**src/rtl/sesl_consts.svh**
```systemverilog
`ifndef SESL_CONSTS_SVH
`define SESL_CONSTS_SVH

// event and enable bit positions
`define SESL_BIT_OPC 0
`define SESL_BIT_QYE 2
`define SESL_BIT_DDE 3
`define SESL_BIT_EXE 4
`define SESL_BIT_CME 5
`define SESL_BIT_URQ 6
`define SESL_BIT_PON 7
`define SESL_EVT_BITS 8
// implemented enable bits: B1 and B8..B15 stay zero
`define SESL_ESE_MASK 16'h00FD
`define SESL_ESE_RESET 16'h0000
`define SESL_ESR_RESET 16'h0000
// status byte positions
`define SESL_STB_ESB 5
`define SESL_STB_RQS 6
`define SESL_SRE_MASK 8'hBF
`define SESL_SRE_RESET 8'h00
`define SESL_STB_RESET 8'h00
// answers
`define SESL_ASCII_ONE 16'h0031
`define SESL_TST_PASS 16'h0000
`define SESL_TST_FAIL 16'h0001
// setup store
`define SESL_SLOTS 4
`define SESL_SLOT_LIMIT 16'h0004
// program memory walked by the self test
`define SESL_ROM_LAST 8'hFF
`define SESL_ROM_SUM 16'h0000
// identity words, values are arbitrary
`define SESL_ID_MAKER 16'h0A5A
`define SESL_ID_MODEL 16'h0B01
`define SESL_ID_SERIAL 16'h0C02
`define SESL_ID_FWREV 16'h0D03
`define SESL_ID_LAST 2'h3
`define SESL_OPT_CODE 16'h0000

`endif

```
**src/rtl/sesl_pkg.sv**
```systemverilog
package sesl_pkg;

  typedef enum logic [4:0] {
    SESL_CMD_CLS = 5'h00,
    SESL_CMD_ESE = 5'h01,
    SESL_CMD_ESE_Q = 5'h02,
    SESL_CMD_ESR_Q = 5'h03,
    SESL_CMD_IDN_Q = 5'h04,
    SESL_CMD_OPC = 5'h05,
    SESL_CMD_OPC_Q = 5'h06,
    SESL_CMD_OPT_Q = 5'h07,
    SESL_CMD_RCL = 5'h08,
    SESL_CMD_RST = 5'h09,
    SESL_CMD_SAV = 5'h0A,
    SESL_CMD_SRE = 5'h0B,
    SESL_CMD_SRE_Q = 5'h0C,
    SESL_CMD_STB_Q = 5'h0D,
    SESL_CMD_TRG = 5'h0E,
    SESL_CMD_TST_Q = 5'h0F,
    SESL_CMD_WAI = 5'h10
  } sesl_cmd_t;

  typedef enum logic [1:0] {
    SESL_ST_IDLE = 2'b00,
    SESL_ST_WAIT = 2'b01,
    SESL_ST_IDN = 2'b11,
    SESL_ST_TST = 2'b10
  } sesl_state_t;

endpackage

```
**src/rtl/sesl_evt_bit.sv**
```systemverilog
`timescale 1ns/1ps
// one sticky event bit; a set in the clearing cycle survives
module sesl_evt_bit (
  input wire logic sys_clk_i,
  input wire logic rst_b_i,
  input wire logic set_i,
  input wire logic clr_i,
  output logic q_o
);

  always_ff @(posedge sys_clk_i or negedge rst_b_i) begin
    if (!rst_b_i) begin
      q_o <= 1'b0;
    end else if (set_i) begin
      q_o <= 1'b1;
    end else if (clr_i) begin
      q_o <= 1'b0;
    end
  end

endmodule // sesl_evt_bit

```
**src/rtl/sesl_top.sv**
```systemverilog
`timescale 1ns/1ps
`include "sesl_consts.svh"

// Summary of operation
// clear-status zeroes event register, signals outer registers and error queue clear
// clear-status returns both operation-complete trackers to idle
// enable command loads the mask from the host's numeric value
// mask bits: B0 OPC, B2 QYE, B3 DDE, B4 EXE, B5 CME, B6 URQ, B7 PON
// value 0 clears the mask, 255 sets every implemented bit
// enable mask is zero after power-up
// an enabled event sets the summary bit; masked events leave it alone
// command error sets B5, empty output queue read sets B2
// bits B8 to B15 read zero and never reach the summary
// event status query returns the register and then clears it
// operation-complete command sets B0 once nothing is pending
// operation-complete query queues ASCII 1 once nothing is pending
// service request enable loads its register; its query returns it
// status byte query returns the status byte with the summary bit
// wait command holds later commands until nothing is pending
// self-test sums program memory and returns pass or fail
// trigger command emits a bus trigger pulse
// save stores setup in a numbered slot; recall restores it
// identification query returns maker, model, serial and revision
// event register clears at power-up; B0 sets only via operation complete
// enable query returns the current mask value
module sesl_top
  import sesl_pkg::*;
(
  input wire logic sys_clk_i,
  input wire logic rst_b_i,
  input wire logic cmd_valid_i,
  input sesl_cmd_t cmd_code_i,
  input wire logic [15:0] cmd_arg_i,
  output logic cmd_ready_o,
  input wire logic evt_qye_i,
  input wire logic evt_dde_i,
  input wire logic evt_exe_i,
  input wire logic evt_cme_i,
  input wire logic evt_urq_i,
  input wire logic evt_pon_i,
  input wire logic no_op_pend_i,
  input wire logic [7:0] stb_sum_i,
  input wire logic [15:0] setup_i,
  output logic [15:0] setup_o,
  output logic setup_load_o,
  input wire logic [15:0] rom_data_i,
  output logic [7:0] rom_addr_o,
  output logic resp_valid_o,
  output logic [15:0] resp_data_o,
  output logic resp_last_o,
  output logic clr_status_o,
  output logic trg_o,
  output logic dev_rst_o,
  output logic [15:0] ese_o,
  output logic [15:0] esr_o,
  output logic [7:0] stb_o,
  output logic srq_o
);

  sesl_state_t st_q;
  logic take;
  logic is_cls, is_ese, is_esr, is_opc, is_opcq, is_rst, is_sav, is_rcl;
  logic is_sre, is_trg, is_wai, is_idn, is_tst, bad_cmd, bad_slot;
  logic esr_clr, tracker_clr, opc_act_q, oq_act_q, opc_done, oq_fire;
  logic [`SESL_EVT_BITS-1:0] set_v;
  logic [`SESL_EVT_BITS-1:0] esr_bits;
  logic [15:0] ese_q;
  logic [7:0] sre_q;
  logic [7:0] stb_q;
  logic [7:0] stb_low;
  logic rqs, esb;
  logic [15:0] sum_q;
  logic [1:0] idn_idx_q;
  logic [15:0] slot_q [`SESL_SLOTS];
  logic [15:0] setup_q;
  logic setup_load_q, clr_status_q, trg_q, dev_rst_q;
  logic resp_v_d, resp_last_d, cmd_resp;
  logic [15:0] resp_data_d;
  logic resp_v_q, resp_last_q;
  logic [15:0] resp_data_q;
  logic [15:0] sum_next;

  // commands are only taken while idle; this is also what stalls the parser
  assign cmd_ready_o = (st_q == SESL_ST_IDLE);
  assign take = cmd_valid_i && cmd_ready_o;

  always_comb begin
    is_cls = 1'b0;
    is_ese = 1'b0;
    is_esr = 1'b0;
    is_opc = 1'b0;
    is_opcq = 1'b0;
    is_rst = 1'b0;
    is_sav = 1'b0;
    is_rcl = 1'b0;
    is_sre = 1'b0;
    is_trg = 1'b0;
    is_wai = 1'b0;
    is_idn = 1'b0;
    is_tst = 1'b0;
    bad_cmd = 1'b0;
    if (take) begin
      case (cmd_code_i)
        SESL_CMD_CLS: is_cls = 1'b1;
        SESL_CMD_ESE: is_ese = 1'b1;
        SESL_CMD_ESR_Q: is_esr = 1'b1;
        SESL_CMD_OPC: is_opc = 1'b1;
        SESL_CMD_OPC_Q: is_opcq = 1'b1;
        SESL_CMD_RST: is_rst = 1'b1;
        SESL_CMD_SAV: is_sav = 1'b1;
        SESL_CMD_RCL: is_rcl = 1'b1;
        SESL_CMD_SRE: is_sre = 1'b1;
        SESL_CMD_TRG: is_trg = 1'b1;
        SESL_CMD_WAI: is_wai = 1'b1;
        SESL_CMD_IDN_Q: is_idn = 1'b1;
        SESL_CMD_TST_Q: is_tst = 1'b1;
        SESL_CMD_ESE_Q, SESL_CMD_SRE_Q, SESL_CMD_STB_Q, SESL_CMD_OPT_Q: ;
        // an unknown code from the parser is reported as a command error
        default: bad_cmd = 1'b1;
      endcase
    end
  end

  // out-of-range slot numbers are refused as execution errors
  assign bad_slot = (is_sav || is_rcl) && (cmd_arg_i >= `SESL_SLOT_LIMIT);

  // standard event register
  assign esr_clr = is_cls || is_esr;
  always_comb begin
    set_v = '0;
    set_v[`SESL_BIT_OPC] = opc_done;
    set_v[`SESL_BIT_QYE] = evt_qye_i;
    set_v[`SESL_BIT_DDE] = evt_dde_i;
    set_v[`SESL_BIT_EXE] = evt_exe_i || bad_slot;
    set_v[`SESL_BIT_CME] = evt_cme_i || bad_cmd;
    set_v[`SESL_BIT_URQ] = evt_urq_i;
    set_v[`SESL_BIT_PON] = evt_pon_i;
  end

  for (genvar i = 0; i < `SESL_EVT_BITS; i++) begin : g_evt
    sesl_evt_bit u_bit (
      .sys_clk_i(sys_clk_i),
      .rst_b_i(rst_b_i),
      .set_i(set_v[i]),
      .clr_i(esr_clr),
      .q_o(esr_bits[i])
    );
  end

  assign esr_o = {8'h00, esr_bits};

  // enable mask, cleared at power-up
  always_ff @(posedge sys_clk_i or negedge rst_b_i) begin
    if (!rst_b_i) begin
      ese_q <= `SESL_ESE_RESET;
    end else if (is_ese) begin
      ese_q <= cmd_arg_i & `SESL_ESE_MASK;
    end
  end
  assign ese_o = ese_q;

  always_ff @(posedge sys_clk_i or negedge rst_b_i) begin
    if (!rst_b_i) begin
      sre_q <= `SESL_SRE_RESET;
    end else if (is_sre) begin
      sre_q <= cmd_arg_i[7:0] & `SESL_SRE_MASK;
    end
  end

  // status byte; summary is a level that follows register and mask
  assign esb = |(esr_bits & ese_q[7:0]);
  always_comb begin
    stb_low = stb_sum_i;
    stb_low[`SESL_STB_ESB] = esb;
    stb_low[`SESL_STB_RQS] = 1'b0;
  end
  assign rqs = |(stb_low & sre_q);

  always_ff @(posedge sys_clk_i or negedge rst_b_i) begin
    if (!rst_b_i) begin
      stb_q <= `SESL_STB_RESET;
    end else begin
      stb_q <= stb_low | ({7'h00, rqs} << `SESL_STB_RQS);
    end
  end
  assign stb_o = stb_q;
  assign srq_o = stb_q[`SESL_STB_RQS];

  // operation-complete trackers
  assign tracker_clr = is_cls || is_rst;
  assign opc_done = opc_act_q && no_op_pend_i && !tracker_clr;
  // the queued '1' yields to any other answer in the same cycle
  assign oq_fire = oq_act_q && no_op_pend_i && !tracker_clr && !cmd_resp;
  // kept apart from the answer mux so the queued '1' does not loop through it
  assign cmd_resp = (st_q == SESL_ST_IDN) || is_esr
    || (st_q == SESL_ST_TST && rom_addr_o == `SESL_ROM_LAST)
    || (take && (cmd_code_i inside {SESL_CMD_ESE_Q, SESL_CMD_SRE_Q,
                                    SESL_CMD_STB_Q, SESL_CMD_OPT_Q}));

  always_ff @(posedge sys_clk_i or negedge rst_b_i) begin
    if (!rst_b_i) begin
      opc_act_q <= 1'b0;
    end else if (tracker_clr) begin
      opc_act_q <= 1'b0;
    end else if (is_opc) begin
      opc_act_q <= 1'b1;
    end else if (opc_done) begin
      opc_act_q <= 1'b0;
    end
  end

  always_ff @(posedge sys_clk_i or negedge rst_b_i) begin
    if (!rst_b_i) begin
      oq_act_q <= 1'b0;
    end else if (tracker_clr) begin
      oq_act_q <= 1'b0;
    end else if (is_opcq) begin
      oq_act_q <= 1'b1;
    end else if (oq_fire) begin
      oq_act_q <= 1'b0;
    end
  end

  // sequencer for wait, identification and self test
  assign sum_next = sum_q + rom_data_i;
  always_ff @(posedge sys_clk_i or negedge rst_b_i) begin
    if (!rst_b_i) begin
      st_q <= SESL_ST_IDLE;
    end else begin
      unique case (st_q)
        SESL_ST_IDLE: begin
          if (is_wai) begin
            st_q <= SESL_ST_WAIT;
          end else if (is_idn) begin
            st_q <= SESL_ST_IDN;
          end else if (is_tst) begin
            st_q <= SESL_ST_TST;
          end
        end
        SESL_ST_WAIT: if (no_op_pend_i) st_q <= SESL_ST_IDLE;
        SESL_ST_IDN: if (idn_idx_q == `SESL_ID_LAST) st_q <= SESL_ST_IDLE;
        SESL_ST_TST: if (rom_addr_o == `SESL_ROM_LAST) st_q <= SESL_ST_IDLE;
      endcase
    end
  end

  always_ff @(posedge sys_clk_i or negedge rst_b_i) begin
    if (!rst_b_i) begin
      rom_addr_o <= 8'h00;
      sum_q <= 16'h0000;
    end else if (st_q == SESL_ST_TST) begin
      rom_addr_o <= rom_addr_o + 8'h01;
      sum_q <= sum_next;
    end else begin
      rom_addr_o <= 8'h00;
      sum_q <= 16'h0000;
    end
  end

  always_ff @(posedge sys_clk_i or negedge rst_b_i) begin
    if (!rst_b_i) begin
      idn_idx_q <= 2'h0;
    end else if (st_q == SESL_ST_IDN) begin
      idn_idx_q <= idn_idx_q + 2'h1;
    end else begin
      idn_idx_q <= 2'h0;
    end
  end

  // answers toward the output queue
  always_comb begin
    resp_v_d = 1'b1;
    resp_last_d = 1'b1;
    resp_data_d = 16'h0000;
    if (st_q == SESL_ST_IDN) begin
      resp_last_d = (idn_idx_q == `SESL_ID_LAST);
      unique case (idn_idx_q)
        2'h0: resp_data_d = `SESL_ID_MAKER;
        2'h1: resp_data_d = `SESL_ID_MODEL;
        2'h2: resp_data_d = `SESL_ID_SERIAL;
        2'h3: resp_data_d = `SESL_ID_FWREV;
      endcase
    end else if (st_q == SESL_ST_TST && rom_addr_o == `SESL_ROM_LAST) begin
      resp_data_d = (sum_next == `SESL_ROM_SUM) ? `SESL_TST_PASS : `SESL_TST_FAIL;
    end else if (take && cmd_code_i == SESL_CMD_ESE_Q) begin
      resp_data_d = ese_q;
    end else if (is_esr) begin
      resp_data_d = esr_o;
    end else if (take && cmd_code_i == SESL_CMD_SRE_Q) begin
      resp_data_d = {8'h00, sre_q};
    end else if (take && cmd_code_i == SESL_CMD_STB_Q) begin
      resp_data_d = {8'h00, stb_q};
    end else if (take && cmd_code_i == SESL_CMD_OPT_Q) begin
      resp_data_d = `SESL_OPT_CODE;
    end else begin
      resp_v_d = oq_fire;
      resp_data_d = oq_fire ? `SESL_ASCII_ONE : 16'h0000;
    end
  end

  always_ff @(posedge sys_clk_i or negedge rst_b_i) begin
    if (!rst_b_i) begin
      resp_v_q <= 1'b0;
      resp_last_q <= 1'b0;
      resp_data_q <= 16'h0000;
    end else begin
      resp_v_q <= resp_v_d;
      resp_last_q <= resp_v_d && resp_last_d;
      if (resp_v_d) resp_data_q <= resp_data_d;
    end
  end
  assign resp_valid_o = resp_v_q;
  assign resp_last_o = resp_last_q;
  assign resp_data_o = resp_data_q;

  // setup store
  always_ff @(posedge sys_clk_i) begin
    if (is_sav && !bad_slot) slot_q[cmd_arg_i[1:0]] <= setup_i;
  end

  always_ff @(posedge sys_clk_i or negedge rst_b_i) begin
    if (!rst_b_i) begin
      setup_q <= 16'h0000;
      setup_load_q <= 1'b0;
    end else begin
      setup_load_q <= is_rcl && !bad_slot;
      if (is_rcl && !bad_slot) setup_q <= slot_q[cmd_arg_i[1:0]];
    end
  end
  assign setup_o = setup_q;
  assign setup_load_o = setup_load_q;

  // strobes to the rest of the instrument
  always_ff @(posedge sys_clk_i or negedge rst_b_i) begin
    if (!rst_b_i) begin
      clr_status_q <= 1'b0;
      trg_q <= 1'b0;
      dev_rst_q <= 1'b0;
    end else begin
      clr_status_q <= is_cls;
      trg_q <= is_trg;
      dev_rst_q <= is_rst;
    end
  end
  assign clr_status_o = clr_status_q;
  assign trg_o = trg_q;
  assign dev_rst_o = dev_rst_q;
endmodule // sesl_top

```
**config.mk**
```make
export PLATFORM = sky130hd
export DESIGN_NAME = sesl_top
export DESIGN_NICKNAME = d
export VERILOG_FILES = /design/src/rtl/sesl_pkg.sv /design/src/rtl/sesl_evt_bit.sv /design/src/rtl/sesl_top.sv
export VERILOG_INCLUDE_DIRS = /design/src /design/src/rtl
export SDC_FILE = /design/constraint.sdc
export NUM_CORES = 1
export LEC_CHECK = 0
export ABC_AREA = 1
export BUFFER_PORTS_ARGS = -buffer_cell sky130_fd_sc_hd__buf_2
export CORE_MARGIN = 4
export CORE_UTILIZATION = 34
export CTS_CLUSTER_SIZE = 16
export DETAILED_ROUTE_END_ITERATION = 7
export RECOVER_POWER = 100
export SYNTH_ARGS = -nofsm -noshare
export SYNTH_HDL_FRONTEND = slang
export SYNTH_SLANG_ARGS = --single-unit
```
**constraint.sdc**
```tcl
create_clock -name sys_clk_i -period 3.1 [get_ports sys_clk_i]
set_input_delay 0.465 -clock sys_clk_i [delete_from_list [all_inputs] [get_ports sys_clk_i]]
set_output_delay 0.465 -clock sys_clk_i [all_outputs]
set_load 0.1 [all_outputs]
```
## Word-level counts from Yosys, hierarchy flattened

Memory sizes are Yosys's and may differ from the RTL's. A register that Yosys moved wholly into a read port is not among the register bits.
Cells that the tools add are included.

| operators by class | value |
|---|---|
| add/sub/neg operators | 3 |
| multipliers | 0 |
| divide/modulo/power cells | 0 |
| order comparisons | 1 |
| equal/unequal tests | 27 |
| shift operators | 0 |
| multiplexer cells | 72 |
| bitwise gates (word level) | 3 |
| reduce and logical (&&, ||, !) cells | 46 |

Operators with widths:

| cell | count |
|---|---|
| case mux 16 bit (4 select lines) | 1 |
| two-way mux 1 bit | 53 |
| two-way mux 8 bit | 6 |
| equality test 5 x 4 -> 1 bit, second input constant | 8 |
| two-way mux 16 bit | 2 |
| equality test 5 x 3 -> 1 bit, second input constant | 4 |
| OR reduction 17 bit | 1 |
| adder 16 bit | 1 |
| bitwise AND 8 bit | 2 |
| greater-or-equal comparator 16 x 3 -> 1 bit, second input constant | 1 |
| logical AND 1 bit | 16 |
| zero test 16 bit | 1 |
| OR reduction 8 bit | 2 |
| two-way mux 2 bit | 7 |
| nonzero test 2 bit | 7 |
| two-way mux 6 bit | 2 |
| equality test 5 x 2 -> 1 bit, second input constant | 2 |
| adder 8 x 1 -> 8 bit, second input constant | 1 |
| equality test 2 bit, second input constant | 4 |
| equality test 8 bit, second input constant | 1 |
| logical OR 1 bit | 8 |
| bitwise OR 8 x 7 -> 8 bit | 1 |
| case mux 2 bit (4 select lines) | 1 |
| != test 2 bit, second input constant | 3 |
| 11 further kinds | 17 |

| storage, ports and cells | value |
|---|---|
| bits in registers | 81 |
| bits in latches | 0 |
| bits in writable memories | 64 |
| memory bits (read-only) | 0 |
| input bits | 71 |
| output and inout bits | 88 |
| logic and storage cells | 176 |
| memories | 1 |

Memories:

| name | depth | width | read ports | clocked after Yosys merged registers in | write ports | line | text |
|---|---|---|---|---|---|---|---|
| slot_q | 4 | 16 | 1 | 1 | 1 | sesl_top.sv:74 | `` logic [15:0] slot_q [`SESL_SLOTS]; `` |

## Longest topological paths before layout

| logic depth | value |
|---|---|
| depth in word-level cells | 16 |
| depth in mapped cells | 16 |

## Modules after synthesis

A second synthesis with hierarchy kept.

| unflattened totals | value |
|---|---|
| cells, all modules | 839 |
| area total of the unflattened synthesis | 7616.1 um^2 |

By module, submodules not included:

| module | times used | cells each | area each (um^2) | seq. area each (um^2) |
|---|---|---|---|---|
| sesl_top | 1 | 799 | 7295.7 | 4073.9 |
| sesl_evt_bit | 8 | 5 | 40.0 | 25.0 |

## Least setup slack after synthesis

No wires, ideal clock.

| timing path | value |
|---|---|
| path kind | register to register |
| start point | reg st_q[1] |
| end point | mem slot_q[0][0] (enable) |
| data arrival time | 2.563 ns |
| required time | 2.691 ns |
| path slack | 0.128 ns |
| stages on the path, launching flop included | 6 |
| path buffers | 0 |
| period minus slack after synthesis | 2.972 ns |
| cell sequence | dfrtp_1 -> nor2_4 -> nand2_4 -> nor2_4 -> nand3_1 -> nor3_1 |

| on the way | value |
|---|---|
| word-level cells in the longest chain between the ends | 9 |
| elaborated cells on any way between the ends | 10 |

RTL lines:

| element | line | text |
|---|---|---|
| start, declared | sesl_top.sv:60 | `sesl_state_t st_q;` |
| start signal, assigned | sesl_top.sv:228 | `st_q <= SESL_ST_IDLE;` |
| start signal, assigned | sesl_top.sv:233 | `st_q <= SESL_ST_WAIT;` |
| start signal, assigned | sesl_top.sv:235 | `st_q <= SESL_ST_IDN;` |
| zero test 2 bit (*) | sesl_top.sv:84 | `assign cmd_ready_o = (st_q == SESL_ST_IDLE);` |
| net cmd_ready_o | sesl_top.sv:34 | `output logic cmd_ready_o,` |
| logical AND 1 bit (*) | sesl_top.sv:85 | `assign take = cmd_valid_i && cmd_ready_o;` |
| two-way mux 1 bit | sesl_top.sv:102 | `if (take) begin` |
| logical OR 1 bit | sesl_top.sv:125 | `` assign bad_slot = (is_sav \|\| is_rcl) && (cmd_arg_i >= `SESL_SLOT_LIMIT); `` |
| logical AND 1 bit | sesl_top.sv:125 |  |
| zero test 1 bit | sesl_top.sv:318 | `if (is_sav && !bad_slot) slot_q[cmd_arg_i[1:0]] <= setup_i;` |
| logical AND 1 bit (*) | sesl_top.sv:318 |  |
| two-way mux 1 bit (*) | sesl_top.sv:318 |  |
| two-way mux 1 bit (not written as such) (*) | sesl_top.sv:318 |  |
| end, declared | sesl_top.sv:74 |  |

Mark *: on every way through the listed nets, which the timed path passes. The rest lies on a longest branch.

## Final worst setup path

| timing path | value |
|---|---|
| start point | reg st_q[1] |
| end point | out cmd_ready_o |

| on the way | value |
|---|---|
| word-level cells in the longest chain between the ends | 1 |

RTL lines:

| element | line |
|---|---|
| zero test 2 bit | sesl_top.sv:84 |
| end, declared | sesl_top.sv:34 |

No other way between the ends.

==> Flow_metrics.wiki <==
{| class="wikitable"
! Metric !! Value
|-
| Status || completed
|-
| Final max-slew violation count || 0
|-
| Synth Area in XOR/XNOR || 0.812%
|-
| Post-layout minimum cycle time || 2.46 ns
|-
| Chip width || 157 µm
|-
| Proportion of synthesized area in mux cells || 0%
|-
| Worst-path clk slew || 0.07 ns
|-
| Power density relative to cell area || 852 nW/µm²
|-
| Via count of the first global-routing pass || 5620
|-
| CP max stage cell || clkbuf_1
|-
| Largest stage delay on the critical path || 0.91 ns
|-
| Post-CTS Repair Setup Buffers || 0
|-
| Largest cells by area after synthesis || dfrtp_1, edfxtp_1, nand2_1
|-
| Initial antenna violation count || 0
|-
| Global placement routability congestion || 0.845
|-
| Nature of the critical path startpoint || flip-flop
|-
| Global-route track usage on met1 || 20.7%
|-
| Fraction of layout cells with a size suffix above 1 || 13.2%
|-
| Layout overhead on the synthesized area || 17.1%
|-
| Data arrival at the endpoint of the critical path || 2.00 ns
|-
| Total congestion overflow after global routing || 0
|-
| First-iteration detailed-routing DRC count || 349
|-
| Register bit total from synthesis || 157
|-
| Clock insertion delay at the later pin of the skew report || 0.43 ns
|-
| Cell type with the highest aggregate area in the netlist || dfrtp_1
|-
| Hold crit path type || in -> async
|-
| Endpoint type of the worst setup path || output pin
|-
| Sum of net half-perimeters after detailed placement || 13800 µm
|-
| Number of clock sinks || 157
|-
| Tightest Pin Transition || 1.35 ns
|-
| Total length of routed wires || 18700 µm
|-
| Clock Root Buffer || clkbuf_16
|-
| Met2 usage || 25.6%
|-
| Worst supply voltage drop on vdd || 0.373 mV
|-
| Largest buffer count on any clock path || 2
|-
| Synth Cell Area || 7550 µm²
|-
| Critical path class || reg -> out
|-
| Largest delay share family, worst path || buffers and inverters
|-
| Area share of and/or/nand/nor cells after synthesis || 21.1%
|-
| Top cell type's share of synthesized area || 30.8%
|-
| Top library cells by usage in the layout, fill and taps aside || nand2_1, dfrtp_1, clkbuf_1, inv_1, edfxtp_1
|-
| First-pass GRT wire length || 29700 µm
|-
| Antenna diode instance count || 0
|-
| Maximum clock frequency || 0.406 GHz
|-
| Arithmetic-cell share of the synthesized area counting full adders, half adders and majority gates || 3.74%
|-
| Effective utilization at floorplan || 34.6%
|-
| Crit Path Max Fanout || 3
|-
| Leakage || 4.12 nW
|-
| Most common cell after layout, fill and taps aside || nand2_1
|-
| Die height || 157 µm
|-
| TritonCTS buffer count || 17
|-
| Number of vias after detailed routing || 5746
|-
| Antenna violation net count after detailed routing || 0
|-
| Total of max-cap violations || 0
|-
| Final-report hold violation count || 0
|-
| Largest net degree at the start of global routing || 43
|-
| Maximum level of the CTS H-tree || 4
|-
| Compound-Gate Fraction of Synth Area || 9.41%
|-
| RSZ-0062 raised after global routing || no
|-
| Hold Buf Count CTS || 0
|-
| GRT met3 Usage || 2.78%
|-
| Yosys Warn Count || 0
|-
| Wire per inst || 15.2 µm
|-
| Number of enable flip-flop cells after synthesis || 64
|-
| Grt peak-use layer || met2
|-
| Number of top-level pins || 159
|-
| Dominant combinational cell family by area after synthesis || simple AND/OR/NAND/NOR gates
|-
| Number of placement rows || 54
|-
| DRC Markers || 0
|-
| Clock Skews || 0.0113 ns
|-
| Worst path buffer plus inverter count || 1
|-
| Dominant synthesized flop cell || dfrtp_1
|-
| Proportion of synthesized flip-flops having asynchronous set or reset || 59.2%
|-
| Syn avg cell area || 9.46 µm²
|-
| Worst hold margin || 0.0469 ns
|-
| Vias per Instance || 4.67
|-
| Die ar. || 24700 µm²
|-
| Detailed-routing iteration count for the pre-antenna-repair pass || 5
|-
| Final Worst Setup Slack || 0.636 ns
|-
| Setup TNS || 0 ns
|-
| Required time reported for the critical path endpoint || 2.63 ns
|-
| Headroom to the max-slew limit || 10.2%
|-
| Number of nets in the final layout || 1030
|-
| Buffers on Ports || 134
|-
| Placement Setup Slack || 0.632 ns
|-
| Share of the yosys chip area belonging to registers || 56.3%
|-
| Final-report setup violation count || 0
|-
| Post-Place Cells || 1198
|-
| Core Area || 21800 µm²
|-
| Number of different library cells in the post-synthesis netlist || 48
|-
| Crit-path cells || nor2_1, clkbuf_1
|-
| Overall global routing resource usage || 15.4%
|-
| # resized after CTS || 0
|-
| Period utilization || 79.5%
|-
| Number of standard cells after synthesis || 798
|-
| Total Power || 7.53 mW
|-
| CTS tree || done
|-
| Non-filler cells, final || 1230
|}
[report_power, final]
group          internal [mW]  switching [mW]
Sequential              2.43           0.177
Clock                   1.07           0.971
Combinational          0.609            2.27
Total                   4.11            3.42
[state kept, by name, summed over array words and instances, names as in the netlist]
name / count
clr_status_o: 1
dev_rst_o: 1
ese_o: 7
g_evt.u_bit.q_o: 7
idn_idx_q: 2
opc_act_q: 1
oq_act_q: 1
resp_data_o: 12
resp_last_o: 1
resp_valid_o: 1
rom_addr_o: 8
setup_load_o: 1
setup_o: 16
slot_q: 64
sre_q: 7
st_q: 2
stb_o: 8
sum_q: 16
trg_o: 1
[worst paths after layout]
| path | start | to | slack [ns] | cells past startpoint |
|---|---|---|---|---|
| worst max register to register | st_q[0]$_DFFE_PN0P_ | resp_data_o[0]$_DFFE_PN0P_ | 0.66 | 10 |
| min in group sys_clk_i | stb_sum_i[4] | stb_o[4]$_DFF_PN0_ | 0.16 | 1 |
| worst min register to register | resp_data_o[9]$_DFFE_PN0P_ | resp_data_o[9]$_DFFE_PN0P_ | 0.47 | 2 |
| max in group asynchronous | rst_b_i | sum_q[12]$_DFF_PN0_ | 1.52 | 2 |
| worst min-delay path | rst_b_i | setup_o[14]$_DFFE_PN0P_ | 0.05 | 1 |
| worst max-delay path | st_q[1]$_DFFE_PN0P_ | cmd_ready_o | 0.64 | 2 |
[cell usage after synthesis (all sizes together), types with 4 or more instances]
| master | count |
|---|---|
| nand2 | 224 |
| dfrtp | 93 |
| inv | 92 |
| nor2 | 69 |
| edfxtp | 64 |
| o21ai | 48 |
| a21oi | 35 |
| buf | 35 |
| nand3 | 32 |
| ha | 21 |
| a221oi | 19 |
| nand4 | 15 |
| clkbuf | 10 |
| nor3 | 8 |
| xnor2 | 4 |
[cells by family (layout without fill, tap and decap cells)]
logic type                 after synthesis  after routing
adders and majority gates               22             22
other                                    1             22
buffers and inverters                  138            269
xor gates and xnor gates                 7              7
AOI/OAI and AO/OA                      117            117
and+or+nand+nor                        356            356
DFF                                    157            157
[through the flow]
| stage | cell area (µm²) | utilization (%) |
|---|---|---|
| finish | 8840 | 40.5 |
| global route | 8840 | 40.5 |
| CTS | 9020 | 41.3 |
| detailed placement | 8450 | 38.7 |
| global placement | 8450 | 38.7 |
| floorplan | 7630 | - |
[metal layers]
metal,vias to the layer above,wire length [µm]
met2,132,9140
li1,2889,-
met4,0,196
met5,-,0
met3,13,893
met1,2712,8470
[final cells by class]
class / instances / area [µm²]
clock buffer: 17 / 425
timing repair buffer: 144 / 618
tap: 280 / 350
inverter: 93 / 353
clock inverter: 15 / 148
multi-input combinational: 524 / 2700
sequential: 157 / 4250
fill: 2210 / 13000
Power figures use the tool's default switching activity.
